$ cat config.mk
export PLATFORM = sky130hd
export DESIGN_NAME = edm_mapper
export DESIGN_NICKNAME = d
export VERILOG_FILES = /design/src/edm_pkg.sv /design/src/edm_mapper.sv
export SDC_FILE = /design/constraint.sdc
export NUM_CORES = 1
export LEC_CHECK = 0
export ABC_AREA = 0
export ABC_CLOCK_PERIOD_IN_PS = 3200
export BUFFER_PORTS_ARGS = -buffer_cell sky130_fd_sc_hd__buf_4
export CORE_ASPECT_RATIO = 1.5
export CORE_MARGIN = 1
export CORE_UTILIZATION = 47
export DETAILED_ROUTE_END_ITERATION = 16
export PLACE_DENSITY = 0.82
export RECOVER_POWER = 50
export SLEW_MARGIN = 30
export SYNTH_ARGS = -nofsm -noshare
export SYNTH_HDL_FRONTEND = slang
export SYNTH_SLANG_ARGS = --single-unit
$ cat constraint.sdc
create_clock -name ref_clk -period 3.2 [get_ports ref_clk]
set_input_delay 0.16 -clock ref_clk [delete_from_list [all_inputs] [get_ports ref_clk]]
set_output_delay 0.16 -clock ref_clk [all_outputs]
set_load 0.05 [all_outputs]
$ cat src/edm_pkg.sv
// package: constants and types of the external data memory mapper
// Contract
// - mode 00 sends every external data move to on-chip RAM with no off-chip cycle.
// - in mode 00 the effective address folds onto on-chip RAM modulo 4k.
// - an 8-bit move in mode 00 takes its high byte from the page register, low from the index.
// - a 16-bit move in mode 00 uses the full data pointer as the address.
// - in mode 01 addresses below 4k go to on-chip RAM.
// - in mode 01 addresses at or above 4k go to the off-chip bus.
// - in mode 01 an 8-bit move decides by the page register and drives A[7:0] from the index.
// - in mode 01 an off-chip 8-bit move leaves A[15:8] undriven.
// - in mode 01 a 16-bit move decides by comparing the data pointer with 4k.
// - in mode 01 an off-chip 16-bit move drives A[15:0] from the data pointer.
package edm_pkg;
  localparam logic [7:0] ADR_CONFIG = 8'h00;
  localparam logic [7:0] ADR_PAGE = 8'h04;
  localparam logic [7:0] ADR_TIMING = 8'hA1;
  localparam logic [7:0] ADR_STATUS = 8'h08;
  localparam logic [7:0] RST_CONFIG = 8'h00;
  localparam logic [7:0] RST_PAGE = 8'h00;
  localparam logic [7:0] RST_TIMING = 8'hFF;
  localparam int MODE_HI = 3;
  localparam int MODE_LO = 2;
  localparam int SETUP_HI = 7;
  localparam int SETUP_LO = 6;
  localparam int PULSE_HI = 5;
  localparam int PULSE_LO = 2;
  localparam int HOLD_HI = 1;
  localparam int HOLD_LO = 0;
  localparam logic [1:0] MODE_INTERNAL = 2'h0;
  localparam logic [1:0] MODE_SPLIT = 2'h1;
  localparam logic [15:0] ONCHIP_LIMIT = 16'h1000;
  localparam logic [11:0] ONCHIP_MASK = 12'hFFF;
  localparam logic [3:0] DONE_WAIT = 4'h1;

  typedef enum logic [2:0]
  {
    ST_IDLE = 3'h0,
    ST_SETUP = 3'h1,
    ST_STROBE = 3'h3,
    ST_HOLD = 3'h2,
    ST_DONE = 3'h6
  } edm_state_e;

  // one move request from the core
  typedef struct packed
  {
    logic write;
    logic wide;
    logic indexSel;
    logic [15:0] dataPointer;
    logic [7:0] indexZero;
    logic [7:0] indexOne;
    logic [7:0] wrData;
  } edm_req_s;

  // off-chip bus pins, active-low strobes
  typedef struct packed
  {
    logic [15:0] addr;
    logic [15:0] addrOe_n;
    logic [7:0] dataOut;
    logic dataOe_n;
    logic wr_n;
    logic rd_n;
  } edm_bus_s;
endpackage : edm_pkg

$ cat src/edm_mapper.sv
// module: external data memory address mapper and strobe timing
//
// Added by the designer: the Wishbone slave port.
`timescale 1ns/1ps
`default_nettype none
module edm_mapper
(
  input wire logic ref_clk,
  input wire logic reset,
  input wire logic [31:0] wb_adr_i,
  input wire logic [31:0] wb_dat_i,
  output logic [31:0] wb_dat_o,
  input wire logic wb_we_i,
  input wire logic [3:0] wb_sel_i,
  input wire logic wb_cyc_i,
  input wire logic wb_stb_i,
  output logic wb_ack_o,
  input wire logic reqValid,
  input wire edm_pkg::edm_req_s req,
  output logic reqDone,
  output logic [7:0] rdData,
  output logic [11:0] ramAddr,
  output logic ramWe,
  output logic ramRe,
  output logic [7:0] ramWrData,
  input wire logic [7:0] ramRdData,
  output edm_pkg::edm_bus_s bus,
  input wire logic [7:0] busDataIn
);
  logic [7:0] memory_interface_config;
  logic [7:0] external_page_select;
  logic [7:0] external_memory_timing_control;
  logic [15:0] effAddr;
  logic offChip;
  logic ramPending;
  logic [7:0] busSync1;
  logic [7:0] busSync2;
  logic [3:0] count;
  edm_pkg::edm_state_e state;
  edm_pkg::edm_state_e next_state;
  edm_pkg::edm_req_s held;
  logic busy;
  logic wbHit;
  logic [7:0] wbAddr;
  logic [1:0] setupField;
  logic [3:0] pulseField;
  logic [1:0] holdField;
  logic strobeEnd1;
  logic strobeEnd2;

  function automatic logic [15:0] eff_addr(input edm_pkg::edm_req_s r, input logic [7:0] page);
    logic [7:0] idx;
    idx = r.indexSel ? r.indexOne : r.indexZero;
    eff_addr = r.wide ? r.dataPointer : {page, idx};
  endfunction : eff_addr

  assign wbAddr = wb_adr_i[7:0];
  assign wbHit = wb_cyc_i && wb_stb_i && !wb_ack_o;

  // single wait state: ack one cycle after strobe, dropped next cycle
  always_ff @(posedge ref_clk)
  begin
    if (reset)
      wb_ack_o <= 1'b0;
    else
      wb_ack_o <= wbHit;
  end

  always_ff @(posedge ref_clk)
  begin
    if (reset)
    begin
      memory_interface_config <= edm_pkg::RST_CONFIG;
      external_page_select <= edm_pkg::RST_PAGE;
      external_memory_timing_control <= edm_pkg::RST_TIMING;
    end
    else if (wbHit && wb_we_i && wb_sel_i[0])
    begin
      case (wbAddr)
        edm_pkg::ADR_CONFIG: memory_interface_config <= wb_dat_i[7:0];
        edm_pkg::ADR_PAGE: external_page_select <= wb_dat_i[7:0];
        edm_pkg::ADR_TIMING: external_memory_timing_control <= wb_dat_i[7:0];
        default: ;
      endcase
    end
  end

  always_ff @(posedge ref_clk)
  begin
    if (reset)
      wb_dat_o <= 32'h0;
    else if (wbHit && !wb_we_i)
    begin
      case (wbAddr)
        edm_pkg::ADR_CONFIG: wb_dat_o <= {24'h0, memory_interface_config};
        edm_pkg::ADR_PAGE: wb_dat_o <= {24'h0, external_page_select};
        edm_pkg::ADR_TIMING: wb_dat_o <= {24'h0, external_memory_timing_control};
        edm_pkg::ADR_STATUS: wb_dat_o <= {29'h0, state};
        default: wb_dat_o <= 32'h0;
      endcase
    end
  end

  assign busy = (state != edm_pkg::ST_IDLE) || ramPending;
  assign effAddr = eff_addr(req, external_page_select);

  // mode decode; unsupported modes fall back to on-chip only
  always_comb
  begin
    offChip = 1'b0;
    if (memory_interface_config[edm_pkg::MODE_HI:edm_pkg::MODE_LO] == edm_pkg::MODE_SPLIT)
    begin
      offChip = (effAddr >= edm_pkg::ONCHIP_LIMIT);
    end
    // mode 00 never leaves the chip
  end

  // on-chip access: one cycle to present, result next cycle
  always_ff @(posedge ref_clk)
  begin
    if (reset)
    begin
      ramPending <= 1'b0;
      ramAddr <= 12'h0;
      ramWe <= 1'b0;
      ramRe <= 1'b0;
      ramWrData <= 8'h0;
    end
    else
    begin
      ramWe <= 1'b0;
      ramRe <= 1'b0;
      ramPending <= 1'b0;
      if (reqValid && !busy && !offChip)
      begin
        ramAddr <= effAddr[11:0] & edm_pkg::ONCHIP_MASK;
        ramWe <= req.write;
        ramRe <= !req.write;
        ramWrData <= req.wrData;
        ramPending <= 1'b1;
      end
    end
  end

  assign setupField = external_memory_timing_control[edm_pkg::SETUP_HI:edm_pkg::SETUP_LO];
  assign pulseField = external_memory_timing_control[edm_pkg::PULSE_HI:edm_pkg::PULSE_LO];
  assign holdField = external_memory_timing_control[edm_pkg::HOLD_HI:edm_pkg::HOLD_LO];

  // off-chip strobe sequencer; a zero setup or hold field skips its state
  always_comb
  begin
    next_state = state;
    case (state)
      edm_pkg::ST_IDLE:
        if (reqValid && !ramPending && offChip)
        begin
          // no setup state for field zero
          if (setupField == 2'h0)
            next_state = edm_pkg::ST_STROBE;
          else
            next_state = edm_pkg::ST_SETUP;
        end
      edm_pkg::ST_SETUP:
        if (count == 4'h0)
          next_state = edm_pkg::ST_STROBE;
      edm_pkg::ST_STROBE:
        if (count == 4'h0)
        begin
          // no hold state for field zero
          if (holdField == 2'h0)
            next_state = edm_pkg::ST_DONE;
          else
            next_state = edm_pkg::ST_HOLD;
        end
      edm_pkg::ST_HOLD:
        if (count == 4'h0)
          next_state = edm_pkg::ST_DONE;
      edm_pkg::ST_DONE:
        if (count == 4'h0)
          next_state = edm_pkg::ST_IDLE;
      default:
        next_state = edm_pkg::ST_IDLE;
    endcase
  end

  always_ff @(posedge ref_clk)
  begin
    if (reset)
      state <= edm_pkg::ST_IDLE;
    else
      state <= next_state;
  end

  // counter loaded on every state change, then counts down to zero
  always_ff @(posedge ref_clk)
  begin
    if (reset)
      count <= 4'h0;
    else if (next_state != state)
    begin
      case (next_state)
        edm_pkg::ST_SETUP: count <= {2'h0, setupField} - 4'h1;
        edm_pkg::ST_STROBE: count <= pulseField;
        edm_pkg::ST_HOLD: count <= {2'h0, holdField} - 4'h1;
        // read data still crossing the synchroniser
        edm_pkg::ST_DONE: count <= edm_pkg::DONE_WAIT;
        default: count <= 4'h0;
      endcase
    end
    else if (count != 4'h0)
      count <= count - 4'h1;
  end

  always_ff @(posedge ref_clk)
  begin
    if (reset)
      held <= '0;
    else if (state == edm_pkg::ST_IDLE && reqValid)
      held <= req;
  end

  // pin drive; with zero setup the strobe falls with the address
  always_ff @(posedge ref_clk)
  begin
    if (reset)
    begin
      bus.addr <= 16'h0;
      bus.addrOe_n <= 16'hFFFF;
      bus.dataOut <= 8'h0;
      bus.dataOe_n <= 1'b1;
      bus.wr_n <= 1'b1;
      bus.rd_n <= 1'b1;
    end
    else if (next_state == edm_pkg::ST_IDLE || next_state == edm_pkg::ST_DONE)
    begin
      bus.addrOe_n <= 16'hFFFF;
      bus.dataOe_n <= 1'b1;
      bus.wr_n <= 1'b1;
      bus.rd_n <= 1'b1;
    end
    else if (state == edm_pkg::ST_IDLE)
    begin
      bus.addr <= effAddr;
      bus.dataOut <= req.wrData;
      bus.dataOe_n <= !req.write;
      // wide move drives all lines; narrow leaves high lines alone
      bus.addrOe_n <= req.wide ? 16'h0000 : 16'hFF00;
      bus.wr_n <= !(next_state == edm_pkg::ST_STROBE && req.write);
      bus.rd_n <= !(next_state == edm_pkg::ST_STROBE && !req.write);
    end
    else
    begin
      bus.wr_n <= !(next_state == edm_pkg::ST_STROBE && held.write);
      bus.rd_n <= !(next_state == edm_pkg::ST_STROBE && !held.write);
    end
  end

  // read data pins are asynchronous to the core
  always_ff @(posedge ref_clk)
  begin
    if (reset)
    begin
      busSync1 <= 8'h0;
      busSync2 <= 8'h0;
    end
    else
    begin
      busSync1 <= busDataIn;
      busSync2 <= busSync1;
    end
  end

  // last strobe cycle reaches the second flop two edges later
  always_ff @(posedge ref_clk)
  begin
    if (reset)
    begin
      strobeEnd1 <= 1'b0;
      strobeEnd2 <= 1'b0;
    end
    else
    begin
      strobeEnd1 <= (state == edm_pkg::ST_STROBE) && (next_state != edm_pkg::ST_STROBE);
      strobeEnd2 <= strobeEnd1;
    end
  end

  always_ff @(posedge ref_clk)
  begin
    if (reset)
    begin
      reqDone <= 1'b0;
      rdData <= 8'h0;
    end
    else
    begin
      reqDone <= ramPending || (state == edm_pkg::ST_DONE && count == 4'h0);
      if (ramPending)
        rdData <= ramRdData;
      else if (strobeEnd2 && !held.write)
        rdData <= busSync2;
    end
  end
endmodule : edm_mapper
`default_nettype wire

==> impl_metrics.yaml, run 1 <==
final_layout:
  area_growth_syn_to_layout_pct: 28.6
  fillers: 1008
  antenna_cells: 0
  design_area_um2: 6840
  regArea_um2: 2400
  multiInputGateArea_um2: 2510
  nets: 899
  final_util: 0.622
  drive_above_1_share: 0.165
sta:
  rsz0062_at_grt: "false"
  fin_crit_ps: 2330
  worst_slack_ps: 869
  fin_tns_setup_ps: 0
  finalHoldViolCount: 0
  fin_skew_ps: 9.23
  max_freq_mhz: 429
  setup_violations: 0
  finalCritPeriodShare: 0.729
  slew_viol_final: 63
  slew_headroom: -0.761
  worstMarginPinSlew_ps: 2640
synthesis:
  ys_warn_count: 0
  synth_edf_count: 0
  synth_top_area_cell: "dfxtp_1"
  synth_area_leaders: "dfxtp_1 (45%), mux2i_1 (7.7%), buf_4 (5.6%)"
  synth.distinct_cells: 54
  ys.flop_type: "dfxtp_1"
  synth-seq-area-share: 0.452
  async_flop_share: 0
  syn-instance-count: 612
  synth_area_um2: 5320
  yosys-top-cells-count: "dfxtp_1 (120), nand2_1 (79), nor2_1 (60)"
  ys_seq_elements: 120
  avgSynthCellArea_um2: 8.69
  synth_top_area_frac: 0.452
  synth.most_common_cell: "dfxtp_1"
clock_tree:
  clk_path_buf_depth: 2
  path_clk_slew_ps: 50
  cts_resized: 0
  cts_root_buffer: "clkbuf_16"
  cts_tree: "built"
  clkLatencyLatePin_ps: 410
  numCtsBuffers: 17
  cts_setup_buffers: 0
  htreeDepth: 4
  cts_sinks: 120
  holdBufCountCts: 13
critical_path:
  start_kind: "primary input"
  path_max_fanout: 63
  crit_slowest_cell: "clkbuf_1"
  arrival_ps: 2630
  critPathMaxStageDelay_ps: 1830
  path_class: "in2reg"
  required_ps: 3500
  reg2regPathDepth: 8
  crit_cells: 4
  cp-end-kind: "flip-flop"
  cp.buffers_inverters: 2
  cp_top_family: "buffers and inverters"
  crit_chain: "clkbuf_1 > buf_12 > nor4_1 > and2_1"
detailed_routing:
  via_per_inst: 5.29
  drc: 0
  drtPass1Iterations: 7
  dr.first_iter.drc_count: 314
  ant_nets: 0
  wl_um: 14200
  wl_per_cell_um: 15.4
  vias: 4875
floorplanning:
  num_io_pins: 240
  die_h_um: 132
  fp-row-count: 47
  start_util: 0.484
  die_w_um: 88.9
  core_area_um2: 11000
  dieArea_um2: 11800
pwr:
  power_leakage_uw: 0.00277
  finalPower_uw: 4150
  powerDensity_nw_per_um2: 606
  ir_drop_mv: 0.375
status:
  status: "finished, violations left"
  violations: "capacitance limit, slew limit"
global_route:
  antenna_found_initial: 0
  grt_max_degree: 64
  overflow: 0
  grt_pass1_wl_um: 22800
  grt_pass1_vias: 4750
  grt_use_total: 0.253
place:
  dp_hpwl_um: 10100
  place_area_um2: 6430
  post-place-ws_ps: 628
  gp_congestion: 0.948
  io_buffers: 164
min_path:
  hold_path_class: "in2reg"
  hold_depth: 3
run:
  maxCapViolCount: 1
-- power breakdown --
group | switching [uW] | internal, uW
registers | 37.3 | 1550
clock network | 639 | 1240
logic | 424 | 247
-- registers in the layout, summed over array words and instances, names as in the netlist, 3 cells and up --
signal / flops
busSync2: 8
ramWrData: 8
external_page_select: 8
wb_dat_o: 8
state: 3
count: 4
external_memory_timing_control: 8
busSync1: 8
rdData: 8
ramAddr: 12
memory_interface_config: 8
bus: 29
-- cells in the final DEF, fill, tap and decap left out, types with 8 or more instances in the layout --
| cell | instances |
|---|---|
| clkbuf_1 | 87 |
| inv_1 | 9 |
| clkbuf_16 | 17 |
| clkbuf_4 | 8 |
| nor2_1 | 59 |
| a21oi_1 | 48 |
| dfxtp_1 | 120 |
| dlygate4sd3_1 | 13 |
| nand2_1 | 79 |
| nand3_1 | 28 |
| nor2b_1 | 23 |
| mux2i_1 | 41 |
| conb_1 | 24 |
| buf_4 | 78 |
| o21ai_1 | 9 |
| nand3b_1 | 9 |
| a211oi_1 | 21 |
| o21ai_0 | 13 |
-- stage by stage --
stage / hold WS [ps] / cells
final: 9.94 / 921
after global routing: 13.9 / 921
after CTS: 0.684 / 921
after detailed placement: 352 / 877
after global placement: 350 / 876
after floorplan: 232 / 635
-- logic make-up after synthesis --
| family | after synthesis | synth area share |
|---|---|---|
| xor+xnor | 2 | 0.00329 |
| buf+inv | 85 | 0.0925 |
| compound gates | 130 | 0.158 |
| other cells | 1 | 0.000705 |
| fa+ha+maj | 4 | 0.00941 |
| simple gates | 229 | 0.207 |
| flops | 120 | 0.452 |
| mux | 41 | 0.0772 |
-- worst register-to-register path: cells and delay by family, from the launching register on --
family          cells  cell delay (ps)
compound gates      4              940
fa+ha+maj           1              210
buf+inv             1              100
flops               1              310
simple gates        2              570
-- layer usage --
| metal | track usage | vias to the layer above | routed length [um] |
|---|---|---|---|
| met1 | 0.283 | 2253 | 5420 |
| met4 | 0.134 | 0 | 505 |
| met3 | 0.0607 | 39 | 864 |
| met5 | 0 | - | 0 |
| met2 | 0.433 | 219 | 7400 |
| li1 | - | 2364 | - |
-- layout make-up --
class / instances / share of cell area
multi-input combinational: 430 / 0.367
sequential: 120 / 0.351
timing repair buffer: 184 / 0.162
clock buffer: 25 / 0.0739
tap: 147 / 0.0269
clock inverter: 6 / 0.0130
inverter: 9 / 0.00494
-- final timing paths --
path	from	endpoint	slack, ps
max	reset	ramWe	870
min	req[0]	ramWrData[0]	10
max reg2reg	count[0]	bus[25]	930
min reg2reg	busSync1[1]	busSync2[1]	440
(Power assumes the default switching activity.)
==> run 2, diff against run 1 <==
- ABC_CLOCK_PERIOD_IN_PS: 3200 -> 2430
- clock period: 3.2 -> 2.43 ns (I/O delays scaled with it)
==> impl_metrics.yaml, run 2 (synthesis gave the netlist of run 1 again) <==
clock_tree:
  cts_resized: 0
  htreeDepth: 4
  cts_root_buffer: "clkbuf_16"
  clk_path_buf_depth: 2
  path_clk_slew_ps: 60
  numCtsBuffers: 17
  clkLatencyLatePin_ps: 410
  cts_tree: "built"
  cts_sinks: 120
detailed_routing:
  ant_nets: 0
  wl_um: 14800
  drtPass1Iterations: 8
  vias: 5022
  drc: 0
  wl_per_cell_um: 15.6
  dr.first_iter.drc_count: 259
  via_per_inst: 5.32
floorplanning:
  die_h_um: 132
  num_io_pins: 240
  die_w_um: 88.9
  dieArea_um2: 11800
  core_area_um2: 11000
  fp-row-count: 47
  start_util: 0.484
critical_path:
  cp-end-kind: "flip-flop"
  startpoint: "external_page_select[4]"
  cp_top_family: "compound AO/OA/AOI/OAI gates"
  r2r-start: "external_page_select[4]"
  cpMostUsedCell: "o21ai_1"
  cp.buffers_inverters: 0
  critPathMaxStageDelay_ps: 590
  required_ps: 2710
  start_kind: "flip-flop"
  path_class: "reg2reg"
  arrival_ps: 2540
  crit_chain: "or4_1 > o21ai_1 > or2_1 > o21ai_1 > o31ai_1 > a21oi_1"
  crit_slowest_cell: "or4_1"
  path_max_fanout: 5
status:
  violations: "capacitance limit, slew limit"
  status: "finished, violations left"
final_layout:
  largest_register_ffs: 29
  max_flop_register: "bus"
  layout.cells.non_filler: 944
  nets: 921
  final_common_cell: "dfxtp_1"
  antenna_cells: 0
  fillers: 977
  area_growth_syn_to_layout_pct: 33.1
  design_area_um2: 7080
  final_cell_mix: "dfxtp_1 (120), buf_4 (92), clkbuf_1 (84)"
  drive_above_1_share: 0.174
  top_regs: "bus (29), ramAddr (12)"
pwr:
  p_switching_uw: 1510
  p_sw_frac: 0.269
  powerDensity_nw_per_um2: 793
  power_frac_clock: 0.458
  p_int_uw: 4100
  ir_drop_mv: 0.572
  power_frac_seq: 0.374
  p_comb_frac: 0.168
  finalPower_uw: 5610
  power_leakage_uw: 0.00289
global_route:
  grt_pass1_wl_um: 23600
  overflow: 0
  grt_use_total: 0.263
  antenna_found_initial: 0
  grt_max_degree: 115
  grt_pass1_vias: 4921
place:
  place_area_um2: 6500
  gp_congestion: 0.965
  dp_hpwl_um: 10300
  io_buffers: 164
  place_inst: 884
sta:
  finalHoldViolCount: 0
  fin_skew_ps: 11.2
  finalCritPeriodShare: 0.928
  rsz0062_at_grt: "false"
  fin_crit_ps: 2250
  worstMarginPinSlew_ps: 2180
  holdWs_ps: 70.7
  slew_headroom: -0.450
  slew_viol_final: 115
  setup_violations: 0
  fin_tns_setup_ps: 0
  max_freq_mhz: 444
run:
  maxCapViolCount: 1
min_path:
  min_from: "ramRdData[7]"
  hold_path_class: "in2reg"
==> run 2: cell types whose count changed in the layout (fill, tap and decap cells not counted) <==
cell           before  now
buf_4              78   92
clkinv_4            1    3
dlygate4sd3_1      13   28
clkbuf_4            8    0
bufinv_16           2    3
clkbuf_2            0    1
clkbuf_1           87   84
clkinv_2            1    3
clkbuf_8            5    3
buf_12              1    2
==> run 2: path summary, 6_finish.rpt <==
path	slack, ps	end	depth (start not counted)
max	180	count[1]	6
min	70	rdData[7]	3
min reg2reg	440	busSync2[0]	1
max reg2reg	180	count[1]	6
==> run 2: metal layers <==
layer | vias to the layer above | track usage | wire (um)
li1 | 2406 | - | -
met1 | 2316 | 0.285 | 5600
met2 | 250 | 0.447 | 7560
met3 | 50 | 0.0651 | 923
met4 | 0 | 0.159 | 673
met5 | - | 0 | 0
==> run 2: final cells by class <==
type / count / area (um2) / area share
Sequential cell: 120 / 2400 / 0.339
Multi-Input combinational cell: 430 / 2510 / 0.355
Timing Repair Buffer: 206 / 1330 / 0.188
Tap cell: 147 / 184 / 0.0260
Inverter: 9 / 33.8 / 0.00477
Clock inverter: 11 / 146 / 0.0207
Clock buffer: 21 / 470 / 0.0665
==> run 2: per-stage QoR <==
| step | util | setup slack (ps) |
|---|---|---|
| finish | 0.644 | 176 |
| global route | 0.644 | 52.6 |
| CTS | 0.672 | 227 |
| detailed placement | 0.591 | 258 |
| global placement | 0.591 | 324 |
| floorplan | - | 469 |
==> run 2: worst register-to-register path, cell delays in order, from the launching register on <==
cell     delay (ps)
dfxtp_1         340
or4_1           590
o21ai_1         350
or2_1           270
o21ai_1         200
o31ai_1         300
a21oi_1          70
==> run 2: repair_timing <==
action	4_1_cts	5_1_grt
hold buffers	28	0
setup buffers	0	0
endpoints found under the hold margin	49	0
==> run 2: power by group through the flow <==
| stage | Combinational, uW | Clock [uW] | Sequential (uW) |
|---|---|---|---|
| floorplan | 547 | 0 | 2240 |
| global placement | 893 | 0 | 2130 |
| detailed placement | 915 | 0 | 2130 |
| CTS | 959 | 2600 | 2090 |
| global route | 1020 | 2690 | 2110 |
| finish | 942 | 2570 | 2100 |
==> run 3, diff against run 2 <==
- CORE_MARGIN: 1 -> 2
==> impl_metrics.yaml, run 3 (synthesis gave the netlist of run 1 again) <==
status:
  status: "finished, final reports clean"
place:
  place_area_um2: 6490
  io_buffers: 164
  gp_congestion: 0.894
  dp_hpwl_um: 10400
detailed_routing:
  drc: 0
  via_per_inst: 5.44
  dr.first_iter.drc_count: 374
  drtPass1Iterations: 7
  ant_nets: 0
  wl_per_cell_um: 15.9
  vias: 5116
  wl_um: 15000
critical_path:
  start_kind: "flip-flop"
  cp-end-kind: "flip-flop"
  arrival_ps: 2550
  path_class: "reg2reg"
  reg2regPathDepth: 6
  required_ps: 2710
  path_max_fanout: 5
sta:
  fin_crit_ps: 2270
  rsz0062_at_grt: "false"
  fin_tns_setup_ps: 0
  finalHoldViolCount: 0
  worstMarginPinSlew_ps: 1130
  slew_viol_final: 0
  max_freq_mhz: 440
  slew_headroom: 0.248
  fin_skew_ps: 7.66
  setup_violations: 0
  finalCritPeriodShare: 0.935
floorplanning:
  num_io_pins: 240
  fp-row-count: 47
  dieArea_um2: 12200
  start_util: 0.481
  die_w_um: 90.9
  core_area_um2: 11100
  die_h_um: 134
clock_tree:
  cts_tree: "built"
  htreeDepth: 4
  clkLatencyLatePin_ps: 410
  numCtsBuffers: 17
  cts_resized: 0
  cts_root_buffer: "clkbuf_16"
  path_clk_slew_ps: 60
  clk_path_buf_depth: 2
  cts_sinks: 120
  cts_setup_buffers: 0
pwr:
  power_leakage_uw: 0.00287
  powerDensity_nw_per_um2: 795
  ir_drop_mv: 0.500
final_layout:
  drive_above_1_share: 0.173
  nets: 917
  final_cell_mix: "dfxtp_1 (120), buf_4 (91), clkbuf_1 (85)"
  final_common_cell: "dfxtp_1"
  antenna_cells: 0
  design_area_um2: 7040
  max_flop_register: "bus"
  area_growth_syn_to_layout_pct: 32.4
  largest_register_ffs: 29
  top_regs: "bus (29), ramAddr (12)"
global_route:
  grt_max_degree: 89
  grt_pass1_vias: 4964
  overflow: 0
  grt_use_total: 0.241
  antenna_found_initial: 0
  grt_pass1_wl_um: 23700
min_path:
  hold_path_class: "in2reg"
  hold_depth: 3
run:
  maxCapViolCount: 0
run 3: cell count changes in the layout (fill, tap and decap cells not counted), sizes merged:
| cell | previous run | this run |
|---|---|---|
| buf | 94 | 93 |
| dlygate4sd3 | 28 | 25 |
run 3: worst max-delay path, cell delays in order, from the launching register on:
cell     delay [ps]
dfxtp_1         340
or4_1           570
o21ai_1         350
or2_1           280
o21ai_1         210
o31ai_1         320
a21oi_1          70
run 3: per-stage QoR:
stage	instances	hold WS, ps	total power (uW)	setup WS [ps]	util
6_report	940	24.0	5590	159	0.637
5_1_grt	940	35.1	5790	3.69	0.637
4_1_cts	940	9.88	5630	192	0.665
3_5_place_dp	883	318	3050	227	0.587
3_3_place_gp	883	310	3020	305	0.587
2_1_floorplan	635	193	2790	469	-
run 3: final cells by class:
class / instances / area (um2)
clock buffers: 21 / 470
multi-input cells: 430 / 2510
clock inverters: 11 / 146
repair buffers: 202 / 1290
inverters: 9 / 33.8
fillers: 995 / 4020
flip-flops and latches: 120 / 2400
well taps: 147 / 184
run 3: path summary, 6_finish.rpt:
| kind | from | end | slack (ps) |
|---|---|---|---|
| min reg2reg | busSync1[4] | busSync2[4] | 430 |
| min | reqValid | held[42] | 20 |
| max reg2reg | external_page_select[5] | count[1] | 160 |
| max | external_page_select[5] | count[1] | 160 |
run 3: layer usage:
| layer | share of wire | track usage | wire, um | vias up |
|---|---|---|---|---|
| met4 | 0.044 | 0.131 | 667 | 0 |
| met1 | 0.39 | 0.272 | 5810 | 2391 |
| li1 | - | - | - | 2398 |
| met3 | 0.070 | 0.0506 | 1050 | 55 |
| met2 | 0.50 | 0.423 | 7460 | 272 |
| met5 | 0 | 0 | 0 | - |
run 3: where the power goes:
part | total (uW) | internal, uW | switching (uW)
Sequential | 2090 | 2050 | 45.7
Combinational | 946 | 361 | 585
Clock | 2560 | 1690 | 864
run 3: repair_timing:
| action | 4_1_cts | 5_1_grt |
|---|---|---|
| endpoints found under the setup margin | 0 | 0 |
| hold buffers | 25 | 0 |
| hold endpoints to repair | 49 | 0 |
